File: src/inc/crw_pkg.sv
/*
  crw_pkg: constants, register map and carrier types for the core regulator
  wake sequencer. Assumes a 40 MHz pclk and a 32-bit APB slave port.
*/
package crw_pkg;

  // ****************************************
  // timing
  // ****************************************
  localparam int CLK_MHZ = 40;
  localparam int SETTLE_US = 10;
  localparam int SETTLE_CYC = SETTLE_US * CLK_MHZ;
  // standby wake intervals, short (01) and long (11), in microseconds
  localparam int WAKE_SHORT_US = 10;
  localparam int WAKE_LONG_US = 20;
  localparam int WAKE_SHORT_CYC = WAKE_SHORT_US * CLK_MHZ;
  localparam int WAKE_LONG_CYC = WAKE_LONG_US * CLK_MHZ;
  localparam int CNT_W = 16;

  // ****************************************
  // register map (byte addresses)
  // ****************************************
  localparam logic [11:0] RESET_CTRL_OFS = 12'h000;
  localparam logic [11:0] INT_FLAG4_OFS = 12'h004;
  localparam logic [11:0] CFG_WORD3_OFS = 12'h008;
  localparam logic [11:0] STATUS_OFS = 12'h00c;

  // ****************************************
  // field positions
  // ****************************************
  localparam int BROWNOUT_BIT = 1;
  localparam int STANDBY_DIS_BIT = 8;
  localparam int LOW_VOLT_BIT = 8;
  localparam int WAKE_SEL_LSB = 10;
  localparam logic [1:0] WAKE_SEL_SHORT = 2'h1;
  localparam logic [1:0] WAKE_SEL_LONG = 2'h3;

  // ****************************************
  // reset values
  // ****************************************
  localparam logic STANDBY_DIS_RST = 1'b0;
  localparam logic [1:0] WAKE_SEL_RST = 2'h3;

  typedef enum logic [2:0] {
    CRW_OFF,
    CRW_SETTLE,
    CRW_RUN,
    CRW_SLEEP,
    CRW_WAKE
  } crw_state_t;

  typedef struct packed {
    logic sleep_req;
    logic wake_evt;
    logic low_volt;
    logic brownout;
  } crw_evt_t;

endpackage : crw_pkg

File: src/crw_sequencer.sv
/*
  crw_sequencer: digital sequencing around the on-chip core regulator.
  Assumes synchronous inputs, one 40 MHz clock and an APB master.
*/
`timescale 1ns/1ps
module crw_sequencer
  import crw_pkg::*;
#(
  parameter int SETTLE_CYCLES = SETTLE_CYC,
  parameter int WAKE_SHORT_CYCLES = WAKE_SHORT_CYC,
  parameter int WAKE_LONG_CYCLES = WAKE_LONG_CYC
)
(
  input wire logic pclk,
  input wire logic presetn,
  input wire logic por_n,
  input wire logic regulator_enable_strap,
  input wire crw_evt_t evt,
  input wire logic psel,
  input wire logic penable,
  input wire logic pwrite,
  input wire logic [11:0] paddr,
  input wire logic [31:0] pwdata,
  output logic [31:0] prdata,
  output logic pready,
  output logic pslverr,
  output logic exec_enable,
  output logic regulator_on,
  output logic regulator_standby,
  output logic brownout_reset
);

  initial
  begin
    if (SETTLE_CYCLES < 1 || WAKE_SHORT_CYCLES < 1 || WAKE_LONG_CYCLES < 1 ||
        SETTLE_CYCLES >= (1 << CNT_W) || WAKE_LONG_CYCLES >= (1 << CNT_W))
      $error("crw_sequencer: cycle counts out of range");
  end

  // ****************************************
  // registers
  // ****************************************
  crw_state_t state_q, state_d;
  logic [CNT_W-1:0] cnt_q, cnt_d;
  logic standby_dis_q, standby_dis_d;
  logic [1:0] wake_sel_q, wake_sel_d;
  logic low_volt_q, low_volt_d;
  logic brown_q, brown_d;
  logic bor_pulse_q, bor_pulse_d;
  logic strap_q, strap_d;
  logic [31:0] prdata_d;
  logic pready_q, pready_d;
  logic pslverr_d;

  logic wr, rd, hit, do_clr_lv, do_clr_bo;
  logic exec_d, reg_on_d, reg_standby_d;

  function automatic logic [CNT_W-1:0] wake_cycles(input logic [1:0] sel);
    // short only for 01; other codes take the long, safe interval
    if (sel == WAKE_SEL_SHORT)
      return CNT_W'(WAKE_SHORT_CYCLES);
    else
      return CNT_W'(WAKE_LONG_CYCLES);
  endfunction : wake_cycles

  // ****************************************
  // apb decode
  // ****************************************
  always_comb
  begin
    // write lands at the access edge, where pready is seen high
    wr = psel && penable && pwrite && pready_q;
    rd = psel && !penable;
    hit = (paddr == RESET_CTRL_OFS) || (paddr == INT_FLAG4_OFS) ||
          (paddr == CFG_WORD3_OFS) || (paddr == STATUS_OFS);
    do_clr_bo = wr && paddr == RESET_CTRL_OFS && !pwdata[BROWNOUT_BIT];
    do_clr_lv = wr && paddr == INT_FLAG4_OFS && !pwdata[LOW_VOLT_BIT];
  end

  // ****************************************
  // next state
  // ****************************************
  always_comb
  begin
    state_d = state_q;
    cnt_d = cnt_q;
    standby_dis_d = standby_dis_q;
    wake_sel_d = wake_sel_q;
    strap_d = regulator_enable_strap;
    bor_pulse_d = 1'b0;
    pready_d = psel && !penable;
    pslverr_d = psel && !penable && !hit;
    prdata_d = prdata;

    // set wins over a same-cycle clear
    low_volt_d = (low_volt_q && !do_clr_lv) || (strap_q && evt.low_volt);
    brown_d = (brown_q && !do_clr_bo) || (strap_q && evt.brownout);

    if (wr && paddr == RESET_CTRL_OFS)
      standby_dis_d = pwdata[STANDBY_DIS_BIT];
    if (wr && paddr == CFG_WORD3_OFS)
      wake_sel_d = pwdata[WAKE_SEL_LSB +: 2];

    if (rd)
    begin
      prdata_d = 32'h0;
      case (paddr)
        RESET_CTRL_OFS:
        begin
          prdata_d[STANDBY_DIS_BIT] = standby_dis_q;
          prdata_d[BROWNOUT_BIT] = brown_q;
        end
        INT_FLAG4_OFS: prdata_d[LOW_VOLT_BIT] = low_volt_q;
        CFG_WORD3_OFS: prdata_d[WAKE_SEL_LSB +: 2] = wake_sel_q;
        STATUS_OFS: prdata_d[2:0] = 3'(state_q);
        default: prdata_d = 32'h0;
      endcase
    end

    case (state_q)
      CRW_OFF:
      begin
        if (strap_q)
        begin
          state_d = CRW_SETTLE;
          cnt_d = CNT_W'(SETTLE_CYCLES);
        end
      end
      CRW_SETTLE, CRW_WAKE:
      begin
        if (cnt_q <= CNT_W'(1))
          state_d = CRW_RUN;
        else
          cnt_d = cnt_q - CNT_W'(1);
      end
      CRW_RUN:
      begin
        if (evt.brownout)
        begin
          bor_pulse_d = 1'b1;
          state_d = CRW_SETTLE;
          cnt_d = CNT_W'(SETTLE_CYCLES);
        end
        else if (evt.sleep_req)
          state_d = CRW_SLEEP;
      end
      CRW_SLEEP:
      begin
        if (evt.wake_evt)
        begin
          if (standby_dis_q)
            state_d = CRW_RUN;
          else
          begin
            state_d = CRW_WAKE;
            cnt_d = wake_cycles(wake_sel_q);
          end
        end
      end
      default: state_d = CRW_OFF;
    endcase

    if (!strap_q)
      state_d = CRW_OFF;
  end

  // ****************************************
  // output next values
  // ****************************************
  always_comb
  begin
    exec_d = (state_d == CRW_RUN);
    reg_on_d = (state_d != CRW_OFF) && !(state_d == CRW_SLEEP && !standby_dis_d);
    reg_standby_d = (state_d == CRW_SLEEP) && !standby_dis_d;
  end

  // ****************************************
  // flops; brown-out flag cleared by power-on or by writing 0 to BROWNOUT_BIT, not by presetn
  // ****************************************
  always_ff @(posedge pclk or negedge por_n)
  begin
    if (!por_n)
      brown_q <= 1'b0;
    else
      brown_q <= brown_d;
  end

  always_ff @(posedge pclk or negedge presetn)
  begin
    if (!presetn)
    begin
      state_q <= CRW_OFF;
      cnt_q <= '0;
      standby_dis_q <= STANDBY_DIS_RST;
      wake_sel_q <= WAKE_SEL_RST;
      low_volt_q <= 1'b0;
      bor_pulse_q <= 1'b0;
      strap_q <= 1'b0;
      prdata <= 32'h0;
      pready_q <= 1'b0;
      pslverr <= 1'b0;
      exec_enable <= 1'b0;
      regulator_on <= 1'b0;
      regulator_standby <= 1'b0;
    end
    else
    begin
      state_q <= state_d;
      cnt_q <= cnt_d;
      standby_dis_q <= standby_dis_d;
      wake_sel_q <= wake_sel_d;
      low_volt_q <= low_volt_d;
      bor_pulse_q <= bor_pulse_d;
      strap_q <= strap_d;
      prdata <= prdata_d;
      pready_q <= pready_d;
      pslverr <= pslverr_d;
      exec_enable <= exec_d;
      regulator_on <= reg_on_d;
      regulator_standby <= reg_standby_d;
    end
  end

  assign pready = pready_q;
  assign brownout_reset = bor_pulse_q;

endmodule : crw_sequencer

File: config.mk
export PLATFORM = sky130hd
export DESIGN_NAME = crw_sequencer
export DESIGN_NICKNAME = d
export VERILOG_FILES = /design/src/inc/crw_pkg.sv /design/src/crw_sequencer.sv
export SDC_FILE = /design/constraint.sdc
export NUM_CORES = 1
export LEC_CHECK = 0
export BUFFER_PORTS_ARGS = -buffer_cell sky130_fd_sc_hd__buf_4
export CORE_MARGIN = 2
export CORE_UTILIZATION = 43
export CTS_CLUSTER_DIAMETER = 120
export CTS_CLUSTER_SIZE = 16
export DETAILED_ROUTE_END_ITERATION = 6
export PLACE_DENSITY = 0.76
export SYNTH_ARGS = -nofsm -noshare
export SYNTH_HDL_FRONTEND = slang
export SYNTH_SLANG_ARGS = --single-unit
File: constraint.sdc
create_clock -name pclk -period 1.8 [get_ports pclk]
set_input_delay 0.09 -clock pclk [delete_from_list [all_inputs] [get_ports pclk]]
set_output_delay 0.09 -clock pclk [all_outputs]
set_load 0.005 [all_outputs]
==> run summary, run 1 <==
================================================================================
Post-detailed-route DRC marker count                                           0
Top FF cell, synth                                                       dfrtp_1
Overflow left after global routing                                             0
Worst setup slack after placement                                      -0.177 ns
Skew final                                                            0.00380 ns
Number of vias after detailed routing                                      2,014
Global-route wire length before repair                                   8510 um
Peak ir drop on the vdd network                                         0.757 mV
Hold Path Class                                                           in2reg
Largest fanout on the critical path                                            4
Required time at the worst-slack endpoint                                2.03 ns
Hold path start                                                       pwdata[11]
Clock buffer count from CTS                                                    5
Number of storage elements in the synthesis netlist                           37
Reg-to-reg endpoint                                                 cnt_q[12]$_DFFE_PN0P_
Maximum count of clock buffers along a single path                             2
Standard cell core area                                               4790 sq um
TritonCTS clock tree                                                       built
Diodes inserted                                                                0
Setup slack on the worst flop-to-flop path                              -0.02 ns
Number of synthesized flops with an enable pin                                 0
FF/Latch Area                                                          930 sq um
WHS Endpoint                                                        wake_sel_q[1]$_DFFE_PN1P_
Timing-limited maximum frequency                                       0.551 GHz
Via density per instance                                                    5.22
# rows                                                                        25
Number of antenna violations at the first check in global routing              0
Part of the cycle the worst path needs                                      1.01
Area occupied by multi-input gates                                    1190 sq um
Final #Nets                                                                  375
Crit path setup slack, layout                                         -0.0159 ns
Top-Level Pins                                                                93
Starting utilization of the core area                                      0.453
Commonest non-fill, non-tap cells in the layout                     buf_4 (78), dfrtp_1 (34), conb_1 (26), nand2_1 (22), nor2_1 (17)
Detailed-route wire length per cell                                      14.3 um
Antenna viol nets, final                                                       0
Violation count after the first detailed-routing iteration                   135
Reported leakage power                                                   1.41 nW
Placement-stage cell area                                             2670 sq um
Run status                                                          complete, but fails checks
Violations in the final reports                                     setup timing
Syn avg cell area                                                     9.18 sq um
Number of non-filler instances in the completed layout                       386
Largest net degree at the start of global routing                             37
Proportion of layout cells with a drive suffix above 1                     0.364
Origin of the critical flop-to-flop path                            cnt_q[5]$_DFFE_PN0P_
Count of placed standard cells including taps                                369
Number of distinct library cells after synthesis                              51
Post-Syn Area                                                         2170 sq um
Worst R2R Path Depth                                                           6
Area growth from synthesis to layout                                       38.5%
Full die area                                                         5620 sq um
CTS Sinks                                                                     37
Slew Limit Fails                                                               0
Number of detailed-route iterations in the first pass                          6
Max cap viols                                                                  0
CTS clock-pin slew for the worst setup and hold paths                    0.08 ns
Aggregate routed wire length                                             5510 um
Number of global-route vias before repair                                  1,848
Clk Latency, worst-skew pair                                             0.30 ns
Hold Path Stages                                                               3
Detailed-placement wirelength estimate                                   3710 um
Number of filler instances in the final layout                               409
Die height                                                               75.0 um
Overall fraction of global-route tracks in use                             0.199
Leading cell type in the layout, fill and taps excluded                    buf_4
# setup viols final                                                            1
Final weighted congestion in routability-driven placement                  0.896
Worst hold slack across all endpoints                                 0.00501 ns
Data arrival at the endpoint of the critical path                        2.04 ns
Async set-reset flop share out of synthesis                                 1.00
Quantity of I/O buffers inserted on ports                                     38
Warnings, synthesis                                                            0
Number of levels in the clock H-tree                                           2
Startpoint Class                                                       flip-flop
Final hold violation count                                                     0
Share of synthesized area occupied by flip-flops and latches               0.429
Pwr dens                                                             747 nW/um^2
Clock tree root buffer cell                                             clkbuf_8
Cell area after layout                                                3000 sq um
Width of the chip                                                        75.0 um
Gate count of the mapped netlist                                             236
Type of the setup path with the least slack                              reg2reg
Sum of negative setup slack                                           -0.0159 ns
Crit. End Element                                                      flip-flop
Setup repair after global routing missed its margin                          yes
Minimum period implied by the final worst setup slack                    1.82 ns
================================================================================
-- power by group --
group          leakage (nW)  switching [mW]  internal (mW)
sequential            0.470          0.0792          0.881
clock                0.0554           0.311          0.416
combinational         0.883           0.270          0.284
total                  1.41           0.660           1.58
-- critical path: stages (launching register included) --
cell     delay (ns)
dfrtp_1        0.42
buf_6          0.14
nor4_1         0.32
buf_4          0.19
nand3_1        0.12
or4_1          0.42
o21ai_1        0.13
-- metal layers --
layer / share of wire / wire [um] / vias up / track usage
met5: 0 / 0 / - / 0
met4: 0.028 / 154 / 0 / 0.0813
met3: 0.059 / 323 / 15 / 0.0281
met2: 0.51 / 2820 / 92 / 0.337
met1: 0.40 / 2210 / 948 / 0.257
li1: - / - / 959 / -
-- registers in the layout (all words and copies together), names as in the netlist --
| name | count |
|---|---|
| wake_sel_q | 2 |
| brownout_reset | 1 |
| brown_q | 1 |
| strap_q | 1 |
| standby_dis_q | 1 |
| pready | 1 |
| low_volt_q | 1 |
| regulator_standby | 1 |
| prdata | 6 |
| state_q | 3 |
| regulator_on | 1 |
| pslverr | 1 |
| exec_enable | 1 |
| cnt_q | 16 |
-- stage by stage --
| step | util | total power, mW |
|---|---|---|
| floorplan | - | 1.20 |
| global placement | 0.557 | 1.36 |
| detailed placement | 0.557 | 1.38 |
| CTS | 0.597 | 2.14 |
| global route | 0.627 | 2.34 |
| finish | 0.627 | 2.24 |
-- cells in the mapped netlist (2+ instances only) --
| cell type | count | share of area |
|---|---|---|
| nand3_1 | 5 | 0.012 |
| clkbuf_1 | 3 | 0.0052 |
| nand4_1 | 3 | 0.0087 |
| dfrtp_1 | 35 | 0.40 |
| buf_2 | 3 | 0.0069 |
| and2_1 | 3 | 0.0087 |
| nor2_1 | 18 | 0.031 |
| mux2_2 | 2 | 0.010 |
| a31oi_1 | 6 | 0.017 |
| nor3_1 | 9 | 0.021 |
| a22o_1 | 2 | 0.0081 |
| ha_1 | 2 | 0.012 |
| a21oi_1 | 5 | 0.012 |
| nor2b_1 | 2 | 0.0058 |
| nor3b_1 | 3 | 0.010 |
| nor4_1 | 6 | 0.017 |
| o22a_1 | 3 | 0.012 |
| o31ai_1 | 5 | 0.017 |
| inv_1 | 9 | 0.016 |
| or4_1 | 3 | 0.010 |
| o21ai_1 | 7 | 0.016 |
| nand3b_1 | 3 | 0.010 |
| dfstp_2 | 2 | 0.024 |
| o21ai_0 | 18 | 0.042 |
| buf_4 | 27 | 0.094 |
| nand2b_1 | 3 | 0.0087 |
| nand2_1 | 23 | 0.040 |
| o41ai_1 | 2 | 0.0081 |
| o21a_1 | 2 | 0.0069 |
-- how the worst max path moves through the flow --
stage,from,end,slack [ns],cells past startpoint
after floorplan,cnt_q[0]$_DFFE_PN0P_,cnt_q[12]$_DFFE_PN0P_,0.01,7
after global placement,cnt_q[0]$_DFFE_PN0P_,regulator_on$_DFF_PN0_,-0.12,7
after detailed placement,paddr[7],regulator_on$_DFF_PN0_,-0.18,6
after CTS,cnt_q[4]$_DFFE_PN0P_,cnt_q[9]$_DFFE_PN0P_,-0.05,6
after global routing,cnt_q[13]$_DFFE_PN0P_,cnt_q[8]$_DFFE_PN0P_,-0.1,6
final,cnt_q[5]$_DFFE_PN0P_,cnt_q[12]$_DFFE_PN0P_,-0.02,6
-- cell families (layout without fill, tap and decap cells) --
| kind of cell | after synthesis | count (layout) | share of synthesized area |
|---|---|---|---|
| and+or+nand+nor | 92 | 92 | 0.236 |
| AOI/OAI and AO/OA | 57 | 57 | 0.176 |
| buffers and inverters | 43 | 101 | 0.127 |
| DFF | 37 | 37 | 0.429 |
| muxes | 3 | 3 | 0.0150 |
| adders and majority gates | 2 | 2 | 0.0116 |
| other | 1 | 26 | 0.00173 |
| xor gates and xnor gates | 1 | 1 | 0.00404 |
-- what timing repair did --
item | 4_1_cts | 5_1_grt
hold endpoints to repair | 36 | 0
cloned | 0 | 0
gates resized for setup | 7 | 24
hold buffers | 3 | 0
setup buffers | 1 | 5
endpoints found under the setup margin | 13 | 20
pin swaps | 2 | 13
-- layout make-up --
cell class / count / area share
Sequential cell: 37 / 0.310
Inverter: 9 / 0.0113
Tap cell: 67 / 0.0279
Multi-Input combinational cell: 181 / 0.397
Timing Repair Buffer: 84 / 0.216
Clock inverter: 2 / 0.0129
Clock buffer: 6 / 0.0242
(Power assumes the default switching activity.)
==> run 2, diff against run 1 <==
--- a/config.mk
+++ b/config.mk
@@ -6,12 +6,14 @@
 export NUM_CORES = 1
 export LEC_CHECK = 0
 export BUFFER_PORTS_ARGS = -buffer_cell sky130_fd_sc_hd__buf_4
+export CELL_PAD_IN_SITES_DETAIL_PLACEMENT = 1
+export CELL_PAD_IN_SITES_GLOBAL_PLACEMENT = 2
 export CORE_MARGIN = 2
-export CORE_UTILIZATION = 43
+export CORE_UTILIZATION = 24
 export CTS_CLUSTER_DIAMETER = 120
 export CTS_CLUSTER_SIZE = 16
 export DETAILED_ROUTE_END_ITERATION = 6
-export PLACE_DENSITY = 0.76
+export PLACE_DENSITY_LB_ADDON = 0.1
 export SYNTH_ARGS = -nofsm -noshare
 export SYNTH_HDL_FRONTEND = slang
 export SYNTH_SLANG_ARGS = --single-unit
==> run 2 against run 1 <==
  * The run still ends with setup timing left
  * Combinational power rose by 4.0%
  * Sequential share of layout area decreased by 0.87 points
  * Global-route usage decreased by 6.8 points
  * Register-to-register slack lost 0.03 ns
  * Clock skew rose by 0.0019 ns
  * Via count fell by 1.9%
  * Critical path type unchanged
  * Critical path depth grew 2
  * Sequential cell count stayed put
==> run summary, run 2 (synthesized netlist as in run 1, its figures left out) <==
================================================================================
Run status                                                          complete, but fails checks
Violations in the final reports                                     setup timing
Worst hold slack across all endpoints                                  0.0199 ns   +0.0149 ns
Setup repair after global routing missed its margin                          yes
Peak ir drop on the vdd network                                         0.212 mV   -72%
Largest net degree at the start of global routing                             37   unchanged
Power spent charging and discharging nets                               0.650 mW   -1.5%
Final hold violation count                                                     0   unchanged
Clk Latency, worst-skew pair                                             0.29 ns   about the same
Skew final                                                            0.00575 ns   +0.00195 ns
Commonest non-fill, non-tap cells in the layout                     buf_4 (78), dfrtp_1 (35), conb_1 (26), nand2_1 (22), nor2_1 (17)
CTS Sinks                                                                     37   unchanged
Proportion of layout cells with a drive suffix above 1                     0.393   +0.0296
Switching share of power                                                   0.312   +0.0173
Slowest CP cell                                                         o311ai_4
Area growth from synthesis to layout                                       42.3%
Capturing instance or port of the critical path                     cnt_q[7]$_DFFE_PN0P_
Leading cell type in the layout, fill and taps excluded                    buf_4
Violation count after the first detailed-routing iteration                    66   -51%
Starting utilization of the core area                                      0.248   -0.204
Largest fanout on the critical path                                            7   +3
Origin of the critical flop-to-flop path                            cnt_q[0]$_DFFE_PN0P_
Relative contribution of sequential cells to total power                   0.450   +0.022
Number of antenna violations at the first check in global routing              0   unchanged
Hold Path Class                                                           in2reg
# setup viols final                                                            7   +6
Setup crit start                                                    cnt_q[0]$_DFFE_PN0P_
Reported leakage power                                                   1.43 nW   +1.6%
Number of vias after detailed routing                                      1,975   -1.9%
Type of the setup path with the least slack                              reg2reg
Crit path setup slack, layout                                         -0.0443 ns   -0.0285 ns
Part of the cycle the worst path needs                                      1.02   +0.0158
Overflow left after global routing                                             0   unchanged
Post-detailed-route DRC marker count                                           0   unchanged
Global-route wire length before repair                                 10,400 um   +23%
Slew margin rel.                                                           0.661
Share of power burned in combinational logic                               0.276   +0.029
Required time at the worst-slack endpoint                                1.98 ns   -0.05 ns
Number of non-filler instances in the completed layout                       431   +12%
Antenna viol nets, final                                                       0   unchanged
Register name with the most flops                                          cnt_q
Met1 track demand over resource                                            0.186   -0.0711
Delay contributed by the slowest stage of the critical path              0.41 ns   about the same
Global routing met2 resource utilization                                   0.206   -0.131
Final weighted congestion in routability-driven placement                  0.727   -19%
Final #Nets                                                                  379   +1.1%
Worst R2R Path Depth                                                           8   +2
Max cap viols                                                                  0   unchanged
Maximum count of clock buffers along a single path                             2   unchanged
Slew Limit Fails                                                               0   unchanged
Clock buffer count from CTS                                                    5   unchanged
Top Registers                                                       cnt_q (16), prdata (6), state_q (3)
Worst setup slack after placement                                      -0.124 ns   +0.0534 ns
Timing-limited maximum frequency                                       0.542 GHz   -1.5%
Reg-to-reg endpoint                                                 cnt_q[7]$_DFFE_PN0P_
Crit. End Element                                                      flip-flop
Clock network fraction of total power                                      0.274   -0.050
TritonCTS clock tree                                                       built
Overall fraction of global-route tracks in use                             0.131   -0.0683
Number of detailed-route iterations in the first pass                          4   -2
Grt met3 use                                                              0.0220   -0.00613
Pwr dens                                                             676 nW/um^2   -9.4%
Number of levels in the clock H-tree                                           2   unchanged
Detailed-placement wirelength estimate                                   4600 um   +24%
Transition time at the pin with the least slew margin                   0.508 ns
Sequence of cells on the critical path                              buf_6, ha_4, o21ba_4, nand3_4, o311ai_4, buf_6, nor2_1, o22a_1
Most congested layer reported by global routing                             met2
Width of the chip                                                        99.0 um   +32%
Number of global-route vias before repair                                  2,031   +9.9%
Core occupancy in the finished layout                                      0.354   -0.273
Diodes inserted                                                                0   unchanged
Quantity of I/O buffers inserted on ports                                     38   unchanged
Max FFs per register                                                          16   unchanged
Count of placed standard cells including taps                                413   +12%
Full die area                                                         9800 sq um   +74%
Setup slack on the worst flop-to-flop path                              -0.04 ns   -0.03 ns
# rows                                                                        34   +36%
Clock tree root buffer cell                                             clkbuf_8
Via density per instance                                                    4.58   -12%
Standard cell core area                                               8720 sq um   +82%
Die height                                                               99.0 um   +32%
Aggregate routed wire length                                             6320 um   +15%
Minimum period implied by the final worst setup slack                    1.84 ns   +0.0285 ns
Dominant cell type by count on the critical path                           buf_6
CTS clock-pin slew for the worst setup and hold paths                    0.08 ns   about the same
Int Power                                                                1.43 mW   -9.2%
Startpoint Class                                                       flip-flop
Hold Path Stages                                                               3   unchanged
Top-Level Pins                                                                93   unchanged
Detailed-route wire length per cell                                      14.7 um   +2.8%
Data arrival at the endpoint of the critical path                        2.03 ns   about the same
================================================================================
## run 2: changes by cell type in the layout (fill, tap and decap cells not counted), moves of 2 or more
cell      before  now
o21ai_2        1    5
o31ai_1        4    2
nor3_2         1    3
o21ai_0       16   12
clkinv_2       0    2
nor3_4         3    1
o31ai_2        0    2
buf_6          3    6
## run 2: metrics by stage
step,total power [mW],cell area [sq um],setup TNS (ns)
global route,2.23,3080,-1.15
floorplan,1.20,2260,0
CTS,2.05,2930,-0.0203
detailed placement,1.40,2740,-0.384
finish,2.08,3080,-0.147
global placement,1.40,2740,-0.287
## run 2: how the worst min path moves through the flow
| stage | start | end | slack [ns] |
|---|---|---|---|
| after floorplan | por_n | brown_q$_DFF_PN0_ | -0.21 |
| after global placement | por_n | brown_q$_DFF_PN0_ | -0.13 |
| after detailed placement | por_n | brown_q$_DFF_PN0_ | -0.13 |
| after CTS | pwdata[11] | wake_sel_q[1]$_DFFE_PN1P_ | 0.02 |
| after global routing | pwdata[11] | wake_sel_q[1]$_DFFE_PN1P_ | 0.03 |
| final | pwdata[11] | wake_sel_q[1]$_DFFE_PN1P_ | 0.02 |
## run 2: per-layer routing
layer / part of all wire / wire (um)
met4: 0.013 / 80
met1: 0.47 / 2980
met5: 0 / 0
met2: 0.47 / 2970
met3: 0.045 / 285
## run 2: layout make-up
cell class / instances / area [sq um]
clock inverters: 2 / 10.0
inverters: 9 / 33.8
flip-flops and latches: 37 / 928
multi-input cells: 181 / 1210
well taps: 108 / 135
repair buffers: 88 / 693
clock buffers: 6 / 72.6
fillers: 1045 / 5640
## run 2: repair_timing
item,in CTS,in global routing
endpoints found under the setup margin,14,18
gates cloned,0,1
hold buffers,4,0
resized for setup,13,32
hold endpoints to repair,37,0
setup buffers,1,4
pin swaps,1,12
## run 2: power groups by stage
stage | combinational (mW) | sequential (mW) | clock, mW
after floorplan | 0.245 | 0.951 | 0
after global placement | 0.464 | 0.937 | 0
after detailed placement | 0.466 | 0.938 | 0
after CTS | 0.507 | 0.930 | 0.617
after global routing | 0.641 | 0.947 | 0.639
final | 0.576 | 0.937 | 0.571
## run 2: worst max-delay path: cells and delay by family, from the launching register on
kind	cells	cell delay, ns
buffers and inverters	2	0.32
AO/OA/AOI/OAI	3	0.73
adder cells (fa/ha/maj)	1	0.13
flip-flops	1	0.39
AND/OR/NAND/NOR	2	0.16
